### src/rtl/ptpmc_pkg.sv
package ptpmc_pkg;
  localparam logic [15:0] PTPMC_ETHERTYPE = 16'h88f7;
  localparam logic [47:0] PTPMC_MAC_PDELAY = 48'h011b_1900_0000;
  localparam logic [47:0] PTPMC_MAC_GENERAL = 48'h0180_c200_000e;
  localparam logic [15:0] PTPMC_UDP_EVENT = 16'h013f;
  localparam logic [15:0] PTPMC_UDP_GENERAL = 16'h0140;
  localparam logic [31:0] PTPMC_IP_PDELAY = 32'he000_006b;
  localparam logic [31:0] PTPMC_IP_GENERAL = 32'he000_0181;
  localparam int PTPMC_NTYPES = 16;
  localparam logic [3:0] PTPMC_SYNC = 4'h0;
  localparam logic [3:0] PTPMC_DREQ = 4'h1;
  localparam logic [3:0] PTPMC_PDREQ = 4'h2;
  localparam logic [3:0] PTPMC_PDRESP = 4'h3;
  localparam logic [3:0] PTPMC_FUP = 4'h8;
  localparam logic [3:0] PTPMC_DRESP = 4'h9;
  localparam logic [3:0] PTPMC_PDFUP = 4'ha;
  localparam logic [3:0] PTPMC_ANNOUNCE = 4'hb;
  localparam logic [3:0] PTPMC_SIGNAL = 4'hc;
  localparam int PTPMC_CNT_W = 32;
  localparam int PTPMC_TS_W = 64;
  localparam int PTPMC_SYNC_PERIOD = 32'h0000_4e20;
  localparam int PTPMC_ANN_PERIOD = 32'h0000_9c40;
  localparam logic [63:0] PTPMC_CORR_ZERO = 64'h0000_0000_0000_0000;
endpackage : ptpmc_pkg

### src/rtl/ptpmc_link_if.sv
`timescale 1ns/1ps
// One message per cycle in each direction, already parsed into header fields
interface ptpmc_link_if;
  import ptpmc_pkg::*;
  logic dv_to_dev;
  logic [3:0] type_to_dev;
  logic udp_to_dev;
  logic [47:0] mac_to_dev;
  logic [15:0] etype_to_dev;
  logic [31:0] ip_to_dev;
  logic [15:0] port_to_dev;
  logic [63:0] ts_to_dev;
  logic [63:0] corr_to_dev;
  logic dv_from_dev;
  logic [3:0] type_from_dev;
  logic udp_from_dev;
  logic [47:0] mac_from_dev;
  logic [15:0] etype_from_dev;
  logic [31:0] ip_from_dev;
  logic [15:0] port_from_dev;
  logic [63:0] ts_from_dev;
  logic [63:0] corr_from_dev;
  modport dev (
    input dv_to_dev, type_to_dev, udp_to_dev, mac_to_dev, etype_to_dev,
    input ip_to_dev, port_to_dev, ts_to_dev, corr_to_dev,
    output dv_from_dev, type_from_dev, udp_from_dev, mac_from_dev,
    output etype_from_dev, ip_from_dev, port_from_dev, ts_from_dev,
    output corr_from_dev
  );
  modport peer (
    output dv_to_dev, type_to_dev, udp_to_dev, mac_to_dev, etype_to_dev,
    output ip_to_dev, port_to_dev, ts_to_dev, corr_to_dev,
    input dv_from_dev, type_from_dev, udp_from_dev, mac_from_dev,
    input etype_from_dev, ip_from_dev, port_from_dev, ts_from_dev,
    input corr_from_dev
  );
endinterface : ptpmc_link_if

### src/rtl/ptpmc_port.sv
`timescale 1ns/1ps
// Functional notes
// - Ethernet frames use and match Ethertype 0x88f7
// - Peer-delay Ethernet messages to peer multicast MAC
// - Other Ethernet messages to general multicast MAC
// - UDP event port 319, general port 320
// - IPv4 peer group vs general group address
// - Master sends Sync periodically
// - One-step Sync carries own departure time
// - Two-step Follow_Up carries prior Sync time
// - Master answers Delay_Req with Delay_Resp, in unicast only once granted
// - Transparent clock adds residence into correction
// - End-to-end TC corrects every event message
// - Peer TC corrects Sync, Follow_Up only
// - Unicast silent until a remote is configured
// - Unicast sync starts only after grant
// - Unicast profile only over UDP, Signalling
// - Secondary port counts only, never transmits
// - Separate receive counter per message type
// - Slave reports offset from estimated master
// - Master sends Announce periodically
// - Only primary port emulates master or slave
module ptpmc_port
  import ptpmc_pkg::*;
#(
  parameter int SYNC_PERIOD = PTPMC_SYNC_PERIOD,
  parameter int ANN_PERIOD = PTPMC_ANN_PERIOD
) (
  input wire logic i_clk,
  input wire logic i_srst,
  input wire logic i_primary,
  input wire logic i_master,
  input wire logic i_enable,
  input wire logic i_one_step,
  input wire logic i_udp,
  input wire logic i_unicast,
  input wire logic i_remote_valid,
  input wire logic [31:0] i_remote_ip,
  input wire logic [63:0] i_now,
  input wire logic [3:0] i_cnt_sel,
  ptpmc_link_if.dev link,
  output logic [PTPMC_CNT_W-1:0] o_count,
  output logic o_granted,
  output logic signed [63:0] o_offset,
  output logic o_offset_valid
);
  localparam int CW = PTPMC_CNT_W;
  logic [CW-1:0] cnt_q [PTPMC_NTYPES];
  logic [31:0] sync_tmr_q;
  logic [31:0] ann_tmr_q;
  logic fup_pend_q, ann_pend_q;
  logic [63:0] sync_ts_q;
  logic dresp_pend_q;
  logic [63:0] dreq_rx_ts_q;
  logic granted_q;
  logic [63:0] t1_q, t2_q, t3_q;
  logic have_t12_q;
  logic dv_q, udp_o_q;
  logic [3:0] type_q;
  logic [47:0] mac_q;
  logic [15:0] etype_q, port_q;
  logic [31:0] ip_q;
  logic [63:0] ts_q;
  logic [CW-1:0] count_q;
  logic signed [63:0] offset_q;
  logic ovalid_q;

  wire rx_ptp = link.dv_to_dev &
    (link.udp_to_dev ? (link.port_to_dev == PTPMC_UDP_EVENT ||
                        link.port_to_dev == PTPMC_UDP_GENERAL)
                     : (link.etype_to_dev == PTPMC_ETHERTYPE));
  wire [3:0] rt = link.type_to_dev;
  wire emul = i_primary & i_enable;
  wire uni_ok = ~i_unicast | (i_remote_valid & i_udp);
  wire can_tx = emul & uni_ok;
  wire sync_go = can_tx & i_master & (~i_unicast | granted_q) &
    (sync_tmr_q == 32'(SYNC_PERIOD - 1));
  wire ann_due = can_tx & i_master &
    (ann_tmr_q == 32'(ANN_PERIOD - 1));
  wire uni_master_ok = ~i_unicast | granted_q;

  // Priority: Follow_Up, Delay_Resp, Sync, Announce, Signalling, Delay_Req
  logic tx_go;
  logic [3:0] tx_type;
  logic [63:0] tx_ts;
  wire sig_go = can_tx & ~i_master & i_unicast & ~granted_q &
    (ann_tmr_q == 32'h0000_0000);
  wire dreq_go = can_tx & ~i_master & uni_master_ok & have_t12_q &
    (sync_tmr_q == 32'(SYNC_PERIOD / 2));
  always_comb begin
    tx_go = 1'b1;
    tx_type = PTPMC_SYNC;
    tx_ts = i_now;
    if (fup_pend_q) begin
      tx_type = PTPMC_FUP;
      tx_ts = sync_ts_q;
    end else if (dresp_pend_q) begin
      tx_type = PTPMC_DRESP;
      tx_ts = dreq_rx_ts_q;
    end else if (sync_go) begin
      tx_type = PTPMC_SYNC;
      // Two-step keeps the issue time too, so Follow_Up pairs by value
      tx_ts = i_now;
    end else if (ann_pend_q) begin
      tx_type = PTPMC_ANNOUNCE;
    end else if (sig_go) begin
      tx_type = PTPMC_SIGNAL;
    end else if (dreq_go) begin
      tx_type = PTPMC_DREQ;
    end else begin
      tx_go = 1'b0;
    end
  end
  wire tx_pd = (tx_type == PTPMC_PDREQ) | (tx_type == PTPMC_PDRESP) |
    (tx_type == PTPMC_PDFUP);
  wire tx_event = ~tx_type[3];
  wire [47:0] tx_mac = tx_pd ? PTPMC_MAC_PDELAY : PTPMC_MAC_GENERAL;
  wire [31:0] tx_ip = i_unicast ? i_remote_ip :
    (tx_pd ? PTPMC_IP_PDELAY : PTPMC_IP_GENERAL);
  wire [15:0] tx_port = tx_event ? PTPMC_UDP_EVENT : PTPMC_UDP_GENERAL;

  wire rx_mine = rx_ptp & emul;
  wire rx_dreq = rx_mine & i_master & (rt == PTPMC_DREQ) & uni_master_ok;
  wire rx_sync = rx_mine & ~i_master & (rt == PTPMC_SYNC);
  wire rx_fup = rx_mine & ~i_master & (rt == PTPMC_FUP);
  wire rx_dresp = rx_mine & ~i_master & (rt == PTPMC_DRESP);
  wire rx_grant = rx_mine & ~i_master & (rt == PTPMC_SIGNAL) & i_unicast;
  wire signed [63:0] off_calc = ($signed(t2_q - t1_q) -
    $signed(link.ts_to_dev - t3_q)) >>> 1;

  genvar g;
  generate
    for (g = 0; g < PTPMC_NTYPES; g++) begin : g_cnt
      always_ff @(posedge i_clk) begin
        if (i_srst) begin
          cnt_q[g] <= '0;
        end else if (rx_ptp && rt == 4'(g)) begin
          cnt_q[g] <= cnt_q[g] + 1'b1;
        end
      end
    end
  endgenerate

  always_ff @(posedge i_clk) begin
    if (i_srst || !can_tx || sync_tmr_q == 32'(SYNC_PERIOD - 1)) begin
      sync_tmr_q <= '0;
    end else begin
      sync_tmr_q <= sync_tmr_q + 1'b1;
    end
  end

  always_ff @(posedge i_clk) begin
    if (i_srst || !can_tx || ann_tmr_q == 32'(ANN_PERIOD - 1)) begin
      ann_tmr_q <= '0;
    end else begin
      ann_tmr_q <= ann_tmr_q + 1'b1;
    end
  end

  // New requests set the pending flags ahead of the clear by transmission
  always_ff @(posedge i_clk) begin
    if (i_srst || !can_tx) begin
      fup_pend_q <= 1'b0;
      ann_pend_q <= 1'b0;
      dresp_pend_q <= 1'b0;
      sync_ts_q <= '0;
      dreq_rx_ts_q <= '0;
    end else begin
      if (tx_go && tx_type == PTPMC_SYNC && !i_one_step) begin
        fup_pend_q <= 1'b1;
        sync_ts_q <= i_now;
      end else if (fup_pend_q) begin
        fup_pend_q <= 1'b0;
      end
      if (rx_dreq) begin
        dresp_pend_q <= 1'b1;
        dreq_rx_ts_q <= i_now;
      end else if (tx_go && tx_type == PTPMC_DRESP) begin
        dresp_pend_q <= 1'b0;
      end
      // Announce due on a Sync edge waits instead of being lost
      if (ann_due) begin
        ann_pend_q <= 1'b1;
      end else if (tx_go && tx_type == PTPMC_ANNOUNCE) begin
        ann_pend_q <= 1'b0;
      end
    end
  end

  always_ff @(posedge i_clk) begin
    if (i_srst || !i_unicast || !emul) begin
      granted_q <= 1'b0;
    end else if (rx_grant) begin
      granted_q <= 1'b1;
    end
  end

  // Slave: t1 from one-step Sync or Follow_Up, t2 at Sync arrival
  always_ff @(posedge i_clk) begin
    if (i_srst) begin
      t1_q <= '0;
      t2_q <= '0;
      t3_q <= '0;
      have_t12_q <= 1'b0;
      offset_q <= '0;
      ovalid_q <= 1'b0;
    end else begin
      ovalid_q <= 1'b0;
      if (rx_sync) begin
        t2_q <= i_now;
        t1_q <= link.ts_to_dev;
        have_t12_q <= 1'b1;
      end
      if (rx_fup) begin
        t1_q <= link.ts_to_dev;
      end
      if (tx_go && tx_type == PTPMC_DREQ) begin
        t3_q <= i_now;
      end
      if (rx_dresp) begin
        offset_q <= off_calc;
        ovalid_q <= 1'b1;
      end
    end
  end

  always_ff @(posedge i_clk) begin
    if (i_srst) begin
      dv_q <= 1'b0;
      type_q <= '0;
      udp_o_q <= 1'b0;
      mac_q <= '0;
      etype_q <= '0;
      ip_q <= '0;
      port_q <= '0;
      ts_q <= '0;
      count_q <= '0;
    end else begin
      dv_q <= tx_go;
      type_q <= tx_type;
      udp_o_q <= i_udp;
      mac_q <= tx_mac;
      etype_q <= PTPMC_ETHERTYPE;
      ip_q <= tx_ip;
      port_q <= tx_port;
      ts_q <= tx_ts;
      count_q <= cnt_q[i_cnt_sel];
    end
  end

  assign link.dv_from_dev = dv_q;
  assign link.type_from_dev = type_q;
  assign link.udp_from_dev = udp_o_q;
  assign link.mac_from_dev = mac_q;
  assign link.etype_from_dev = etype_q;
  assign link.ip_from_dev = ip_q;
  assign link.port_from_dev = port_q;
  assign link.ts_from_dev = ts_q;
  assign link.corr_from_dev = PTPMC_CORR_ZERO;
  assign o_count = count_q;
  assign o_granted = granted_q;
  assign o_offset = offset_q;
  assign o_offset_valid = ovalid_q;
endmodule : ptpmc_port

### src/flat_wrapper.sv
// flat-port wrapper written by rule: the top's interface ports become plain ports
module ptpmc_port_flat import ptpmc_pkg::*;
#(
  parameter int SYNC_PERIOD = PTPMC_SYNC_PERIOD,
  parameter int ANN_PERIOD = PTPMC_ANN_PERIOD
)
  (i_clk, i_srst, i_primary, i_master, i_enable, i_one_step, i_udp, i_unicast, i_remote_valid, i_remote_ip, i_now, i_cnt_sel, o_count, o_granted, o_offset, o_offset_valid, link_dv_to_dev, link_type_to_dev, link_udp_to_dev, link_mac_to_dev, link_etype_to_dev, link_ip_to_dev, link_port_to_dev, link_ts_to_dev, link_corr_to_dev, link_dv_from_dev, link_type_from_dev, link_udp_from_dev, link_mac_from_dev, link_etype_from_dev, link_ip_from_dev, link_port_from_dev, link_ts_from_dev, link_corr_from_dev);
  ptpmc_link_if link_i ();
  input wire logic i_clk;
  input wire logic i_srst;
  input wire logic i_primary;
  input wire logic i_master;
  input wire logic i_enable;
  input wire logic i_one_step;
  input wire logic i_udp;
  input wire logic i_unicast;
  input wire logic i_remote_valid;
  input wire logic [31:0] i_remote_ip;
  input wire logic [63:0] i_now;
  input wire logic [3:0] i_cnt_sel;
  output logic [PTPMC_CNT_W-1:0] o_count;
  output logic o_granted;
  output logic signed [63:0] o_offset;
  output logic o_offset_valid;
  input wire logic [$bits(link_i.dv_to_dev)-1:0] link_dv_to_dev;
  input wire logic [$bits(link_i.type_to_dev)-1:0] link_type_to_dev;
  input wire logic [$bits(link_i.udp_to_dev)-1:0] link_udp_to_dev;
  input wire logic [$bits(link_i.mac_to_dev)-1:0] link_mac_to_dev;
  input wire logic [$bits(link_i.etype_to_dev)-1:0] link_etype_to_dev;
  input wire logic [$bits(link_i.ip_to_dev)-1:0] link_ip_to_dev;
  input wire logic [$bits(link_i.port_to_dev)-1:0] link_port_to_dev;
  input wire logic [$bits(link_i.ts_to_dev)-1:0] link_ts_to_dev;
  input wire logic [$bits(link_i.corr_to_dev)-1:0] link_corr_to_dev;
  output wire logic [$bits(link_i.dv_from_dev)-1:0] link_dv_from_dev;
  output wire logic [$bits(link_i.type_from_dev)-1:0] link_type_from_dev;
  output wire logic [$bits(link_i.udp_from_dev)-1:0] link_udp_from_dev;
  output wire logic [$bits(link_i.mac_from_dev)-1:0] link_mac_from_dev;
  output wire logic [$bits(link_i.etype_from_dev)-1:0] link_etype_from_dev;
  output wire logic [$bits(link_i.ip_from_dev)-1:0] link_ip_from_dev;
  output wire logic [$bits(link_i.port_from_dev)-1:0] link_port_from_dev;
  output wire logic [$bits(link_i.ts_from_dev)-1:0] link_ts_from_dev;
  output wire logic [$bits(link_i.corr_from_dev)-1:0] link_corr_from_dev;
  assign link_i.dv_to_dev = link_dv_to_dev;
  assign link_i.type_to_dev = link_type_to_dev;
  assign link_i.udp_to_dev = link_udp_to_dev;
  assign link_i.mac_to_dev = link_mac_to_dev;
  assign link_i.etype_to_dev = link_etype_to_dev;
  assign link_i.ip_to_dev = link_ip_to_dev;
  assign link_i.port_to_dev = link_port_to_dev;
  assign link_i.ts_to_dev = link_ts_to_dev;
  assign link_i.corr_to_dev = link_corr_to_dev;
  assign link_dv_from_dev = link_i.dv_from_dev;
  assign link_type_from_dev = link_i.type_from_dev;
  assign link_udp_from_dev = link_i.udp_from_dev;
  assign link_mac_from_dev = link_i.mac_from_dev;
  assign link_etype_from_dev = link_i.etype_from_dev;
  assign link_ip_from_dev = link_i.ip_from_dev;
  assign link_port_from_dev = link_i.port_from_dev;
  assign link_ts_from_dev = link_i.ts_from_dev;
  assign link_corr_from_dev = link_i.corr_from_dev;
  ptpmc_port #(.SYNC_PERIOD(SYNC_PERIOD), .ANN_PERIOD(ANN_PERIOD)) u_core (.i_clk(i_clk), .i_srst(i_srst), .i_primary(i_primary), .i_master(i_master), .i_enable(i_enable), .i_one_step(i_one_step), .i_udp(i_udp), .i_unicast(i_unicast), .i_remote_valid(i_remote_valid), .i_remote_ip(i_remote_ip), .i_now(i_now), .i_cnt_sel(i_cnt_sel), .link(link_i), .o_count(o_count), .o_granted(o_granted), .o_offset(o_offset), .o_offset_valid(o_offset_valid));
endmodule
### config.mk
export PLATFORM = sky130hd
export DESIGN_NAME = ptpmc_port_flat
export DESIGN_NICKNAME = d
export VERILOG_FILES = /design/src/rtl/ptpmc_pkg.sv /design/src/rtl/ptpmc_link_if.sv /design/src/rtl/ptpmc_port.sv /design/src/flat_wrapper.sv
export SDC_FILE = /design/constraint.sdc
export NUM_CORES = 2
export LEC_CHECK = 0
export ABC_AREA = 1
export BUFFER_PORTS_ARGS = -buffer_cell sky130_fd_sc_hd__buf_2
export CAP_MARGIN = 15
export CORE_MARGIN = 3
export CORE_UTILIZATION = 50
export CTS_BUF_LIST = sky130_fd_sc_hd__clkbuf_8
export DETAILED_ROUTE_END_ITERATION = 8
export MAX_ROUTING_LAYER = met4
export PLACE_DENSITY = 0.7
export SLEW_MARGIN = 20
export SYNTH_ARGS = -nofsm -noshare
export SYNTH_HDL_FRONTEND = slang
export SYNTH_SLANG_ARGS = --single-unit
### constraint.sdc
create_clock -name i_clk -period 5.1 [get_ports i_clk]
set_input_delay 1.02 -clock i_clk [delete_from_list [all_inputs] [get_ports i_clk]]
set_output_delay 1.02 -clock i_clk [all_outputs]
set_load 0.005 [all_outputs]
Word-level counts from Yosys, hierarchy flattened
Memories as Yosys holds them, arrays and structs flattened. A register that Yosys moved wholly into a read port is not among the register bits.
Index checks and enable logic that the tools add are counted.
{"block": "classes", "n_addsub": 21, "eq_ne": 27, "muxes": 94, "n_bitwise": 48, "n_reduce_logical": 37}
{"cell": "$add A32 B1 Y32 const B", "count": 18}
{"cell": "$mux W32", "count": 17}
{"cell": "$mux W64", "count": 4}
{"cell": "$sub A64 B64 Y64", "count": 3}
{"cell": "$mux W1", "count": 64}
{"cell": "$eq A4 B4 Y1 const B", "count": 11}
{"cell": "$mux W40", "count": 1}
{"cell": "$eq A16 B9 Y1 const B", "count": 2}
{"cell": "$eq A32 B14 Y1 const B", "count": 1}
{"cell": "$eq A32 B15 Y1 const B", "count": 1}
{"cell": "$eq A32 B16 Y1 const B", "count": 1}
{"cell": "$logic_not A32 Y1", "count": 1}
{"cell": "$and A1 B1 Y1", "count": 25}
{"cell": "$logic_and A1 B1 Y1", "count": 21}
{"cell": "$mux W4", "count": 5}
{"cell": "$or A1 B1 Y1", "count": 20}
{"cell": "$eq A16 B16 Y1 const B", "count": 1}
{"cell": "$eq A4 B2 Y1 const B", "count": 4}
{"cell": "$eq A4 B3 Y1 const B", "count": 4}
{"cell": "$mux W16", "count": 1}
{"cell": "$mux W9", "count": 1}
{"cell": "$eq A4 B1 Y1 const B", "count": 2}
{"cell": "$logic_not A4 Y1", "count": 2}
{"cell": "$mux W7", "count": 1}
{"cell": "other kinds (4)", "count": 16}
{"block": "word_totals", "register_bits": 635, "mem_bits_rw": 512, "in_bits": 355, "word_cells": 250, "mem_count": 1}
{"name": "u_core.cnt_q", "words": 16, "width": 32, "read_ports": 17, "rd_ports_with_merged_regs": 1, "wr": 16, "line": "ptpmc_port.sv:48", "text": "logic [CW-1:0] cnt_q [PTPMC_NTYPES];"}

Depth between registers and ports, before layout
{"block": "depth", "depth_word": 18, "ltp_mapped": 22, "ltp_nobuf": 22}

Worst setup path before layout
No wires, ideal clock.
{"block": "synth_path", "path_kind": "in2reg", "from": "in link_etype_to_dev[13]", "to": "mem u_core.cnt_q[3][0] (netlist name), enable pin", "setup_ns": 0.466, "t_arrival_ns": 3.962, "required_time_ns": 4.634, "slack_ns": 0.673, "stages": 7, "path_buffers": 0, "path_cell_list": "nor2_1 > nand3b_1 > nor2_1 > a21o_1 > and2_1 > nand3_1 > o21ai_0"}
{"element": "start, declared", "line": "flat_wrapper.sv:29", "text": "input wire logic [$bits(link_i.etype_to_dev)-1:0] link_etype_to_dev;"}
{"element": "end, declared", "line": "ptpmc_port.sv:48"}

Final worst setup path
{"block": "layout_path", "from": "reg u_core.t3_q[3]", "to": "reg u_core.offset_q[43], in the netlist u_core.o_offset[43]"}
{"block": "layout_between", "elab_chain_len": 2}
{"element": "start, declared", "line": "ptpmc_port.sv:56", "text": "logic [63:0] t1_q, t2_q, t3_q;"}
{"element": "start signal, assigned", "line": "ptpmc_port.sv:218", "text": "t3_q <= i_now;"}
{"element": "$sub A64 B64 Y64", "line": "ptpmc_port.sv:129", "text": "$signed(link.ts_to_dev - t3_q)) >>> 1;"}
{"element": "$sub A64 B64 Y64", "line": "ptpmc_port.sv:128", "text": "wire signed [63:0] off_calc = ($signed(t2_q - t1_q) -"}
{"element": "end signal, assigned", "line": "ptpmc_port.sv:221", "text": "offset_q <= off_calc;"}
{"element": "end, declared", "line": "ptpmc_port.sv:65", "text": "logic signed [63:0] offset_q;"}
Every way passes these cells.
A chain may end at the register's enable or synchronous reset.

==> results.md <==
* Status: finished clean
* Final net count at 9918
* Clock Latency Late Sink at 950 ps
* Drt drc at 0
* CTS resizes at 0
* Tightest Pin Transition at 1050 ps
* Most Frequent Cell on Critical Path: nand2_1
* CP bufs+invs at 5
* Pleak at 31.4 nW
* Simple-gate area share of the yosys netlist at 0.277
* Async set or reset register ratio after synthesis at 0
* Most frequent cells in the layout: nand2_1 (1637), nor2_1 (1422), inv_1 (1377)
* Startpoint types: register
* CTS Hold Bufs at 0
* H-tree depth at 4
* Maxcap violations at 0
* Sequential area share after synthesis at 0.412
* CTS max path bufs at 3
* Core box area at 130000 um^2
* Compound-Gate Fraction of Synth Area at 0.119
* Initial antenna violation count at 25
* CP arrival at about 4600 ps
* Worst EP required at 5920 ps
* HPWL after DPL at 151000 um
* Vias in the first global route at 57485
* Mean number of vias per cell at 5.39
* Setup TNS at 0 ps
* WS Path Type: register to register
* Slowest Stage Delay on Critical Path at 530 ps
* Unrepaired setup endpoints after global routing: no
* CP delay by family, top: adder cells
* Adder-cell share of the synthesized area at 0.0538
* Setup Viol. Count Final at 0
* Peak fanout along the critical path at 5
* Die ar. at 137000 um^2
* Logic pwr share at 0.113
* Routability cong. at 0.987
* FF-to-FF setup slack at roughly 1300 ps
* Fin. max-slew vios at 0
* GRT Util Overall at 0.301
* Int Pwr at 0.0146 W
* Worst min path class: input pin to register
* Reg clk slew, reported paths at 70 ps
* Primary FF master, synth: dfxtp_1
* Post-synthesis mux area share at 0
* Relative slew slack at 0.299
* CP Cell Sequence: inv_1 > fa_1 > fa_1 > inv_1 > ha_1 > a21oi_1 > nand2_1 > buf_4 > a21oi_1 > inv_1 > nand2_1 > nand2_1 > nand2_1 > nand2_1 > nand2_1 > nand2_1 > nand2_1 > nand3_1 > nand2_1 > inv_1
* Post-CTS Setup Repair Bufs at 0
* Max VDD drop at between 0.0002 and 0.0003 V
* Power per cell area at 278 nW/um^2
* Ports at 699
* Routed WL at 206000 um
* Critical Path End Type: register
* Sw Pwr at a little under 0.006 W
* Die width at 370 um
* Final hold violation count at 0
* Drt pass-1 iters at 7
* Routed via count at 60796
* Initial Utilization at 0.507
* Max Clk Rate at 0.263 GHz
* Total gr overflow at 0
* Yosys reg bits at approximately 1100
* Most common cell after layout, fill and taps aside: nand2_1
* Share of cells above drive strength 1 at 0.111
* Register share of total power at 0.474
* FP Rows at 132
* Die Ht at ~370 um
* CTS tree: built
* Fin crit period at 3800 ps
* Sw Ratio at 0.285
* XOR/XNOR Fraction of Synth Area at 0.0240
* Clock sink count at about 1100
* Ys Warns at 0
* Cts bufs inserted at 191
* Clock share of power at 0.413
* Mean Syn Cell Area at 7.36 um^2
* Hold_ws at roughly 300 ps
* Crit share post-route at 0.746
* Crit-path slowest cell: fa_1
* Largest net degree at the start of global routing at 129
* Iter 0 DRT Violations at 6028
* First-pass GRT wire length at ~320000 um
* Clock Skew at 51.7 ps
* Clock Tree Root: clkbuf_8
* Main combinational cell family by area after synthesis: simple AND/OR/NAND/NOR gates
* Number of enable flip-flop cells after synthesis at 512
* Antenna Nets Post-Route at 0
* IO buf count at 442
* Fillers at 12580
* Netlist cell types at 61
* Synthesized area at 66200 um^2
* Area Overhead vs Synth at 10.7%
* Routed len/inst at between 15 and 20 um
* Syn Inst Count at roughly 9000
metrics by stage:
stage	total power, W	cell area (um^2)	util	cells	setup WS [ps]
finish	0.0204	73200	0.561	11282	1300
global route	0.0212	73200	0.561	11280	1050
global placement	0.0121	69300	0.531	10903	622
detailed placement	0.0121	69300	0.531	10903	543
CTS	0.0205	73200	0.561	11255	1310
floorplan	0.0113	66600	-	9103	673
state kept, by name, summed over array words and instances (netlist names), 63 cells and up:
signal,cells
u_core.o_offset,63
u_core.t2_q,64
u_core.link.ts_from_dev,64
u_core.sync_ts_q,64
u_core.dreq_rx_ts_q,64
u_core.t3_q,64
u_core.cnt_q,512
u_core.t1_q,64
path summary, 6_finish.rpt:
kind / from / end / depth (start not counted)
max reg2reg: u_core.t3_q[3]$_SDFFE_PP0P_ / u_core.o_offset[43]$_SDFFE_PP0P_ / 20
min reg2reg: u_core.t2_q[14]$_SDFFE_PP0P_ / u_core.t2_q[14]$_SDFFE_PP0P_ / 2
min: i_remote_ip[22] / u_core.link.ip_from_dev[22]$_SDFF_PP0_ / 3
max: u_core.t3_q[3]$_SDFFE_PP0P_ / u_core.o_offset[43]$_SDFFE_PP0P_ / 20
cells in the mapped netlist, drive strengths merged, types with 2 or more instances:
library cell  number  area, um^2
a211oi            13        97.6
a21boi            11        82.6
a21o               8        60.1
a21oi            682        3650
a31oi             22         138
and2               4        25.0
and3               6        37.5
buf              249        1710
clkbuf           224         841
clkinv             4        15.0
dfxtp            592       11900
edfxtp           512       15400
fa               126        2520
ha                83        1040
inv             1343        5040
nand2           1650        6230
nand3            464        2390
nand3b             5        37.5
nand4            224        1430
nor2            1488        5820
nor3             257        1470
nor3b             33         258
nor4              52         353
o211a              8        80.1
o211ai            36         270
o21a               8        60.1
o21ai            635        3180
o21bai            18         135
o221ai             8        70.1
or2               37         231
or3                2        12.5
xnor2             56         490
xor2             125        1090
layer usage:
| layer | wire, um | vias up | global-route usage |
|---|---|---|---|
| li1 | - | 29605 | - |
| met1 | 87300 | 28352 | 0.389 |
| met2 | 92200 | 2422 | 0.460 |
| met3 | 18100 | 417 | 0.0683 |
| met4 | 7960 | 0 | 0.117 |
| met5 | 0 | - | - |
area by class of cell:
| type | instances | area (um^2) | area share |
|---|---|---|---|
| clock inverter | 125 | 785 | 0.0107 |
| inverter | 1347 | 5070 | 0.0692 |
| timing repair buffer | 531 | 3030 | 0.0413 |
| clock buffer | 227 | 3120 | 0.0427 |
| multi-input combinational | 6179 | 31800 | 0.434 |
| antenna | 27 | 67.6 | 0.000922 |
| sequential | 1104 | 27200 | 0.372 |
| tap | 1742 | 2180 | 0.0298 |
logic make-up (layout without fill, tap and decap cells):
logic type	after synthesis	after routing
AOI/OAI and AO/OA	1454	1454
xor gates and xnor gates	181	181
adders and majority gates	209	209
buffers and inverters	1820	2230
DFF	1104	1104
other	1	140
and+or+nand+nor	4222	4222
worst register-to-register path: stages (launching register included):
cell     delay, ps
dfxtp_1        310
inv_1           60
fa_1           490
fa_1           530
inv_1           60
ha_1           390
a21oi_1        250
nand2_1        110
buf_4          170
a21oi_1        290
inv_1          100
nand2_1         70
nand2_1         90
nand2_1        150
nand2_1        180
nand2_1        140
nand2_1         50
nand2_1         50
nand3_1         60
nand2_1         80
inv_1           40
power by group through the flow:
| stage | clock (W) | sequential (W) | combinational, W |
|---|---|---|---|
| 5_1_grt | 0.00895 | 0.00970 | 0.00253 |
| 4_1_cts | 0.00856 | 0.00967 | 0.00227 |
| 6_report | 0.00842 | 0.00968 | 0.00230 |
| 3_5_place_dp | 0 | 0.00986 | 0.00226 |
| 3_3_place_gp | 0 | 0.00985 | 0.00225 |
| 2_1_floorplan | 0 | 0.00981 | 0.00146 |
Power figures use the tool's default switching activity.
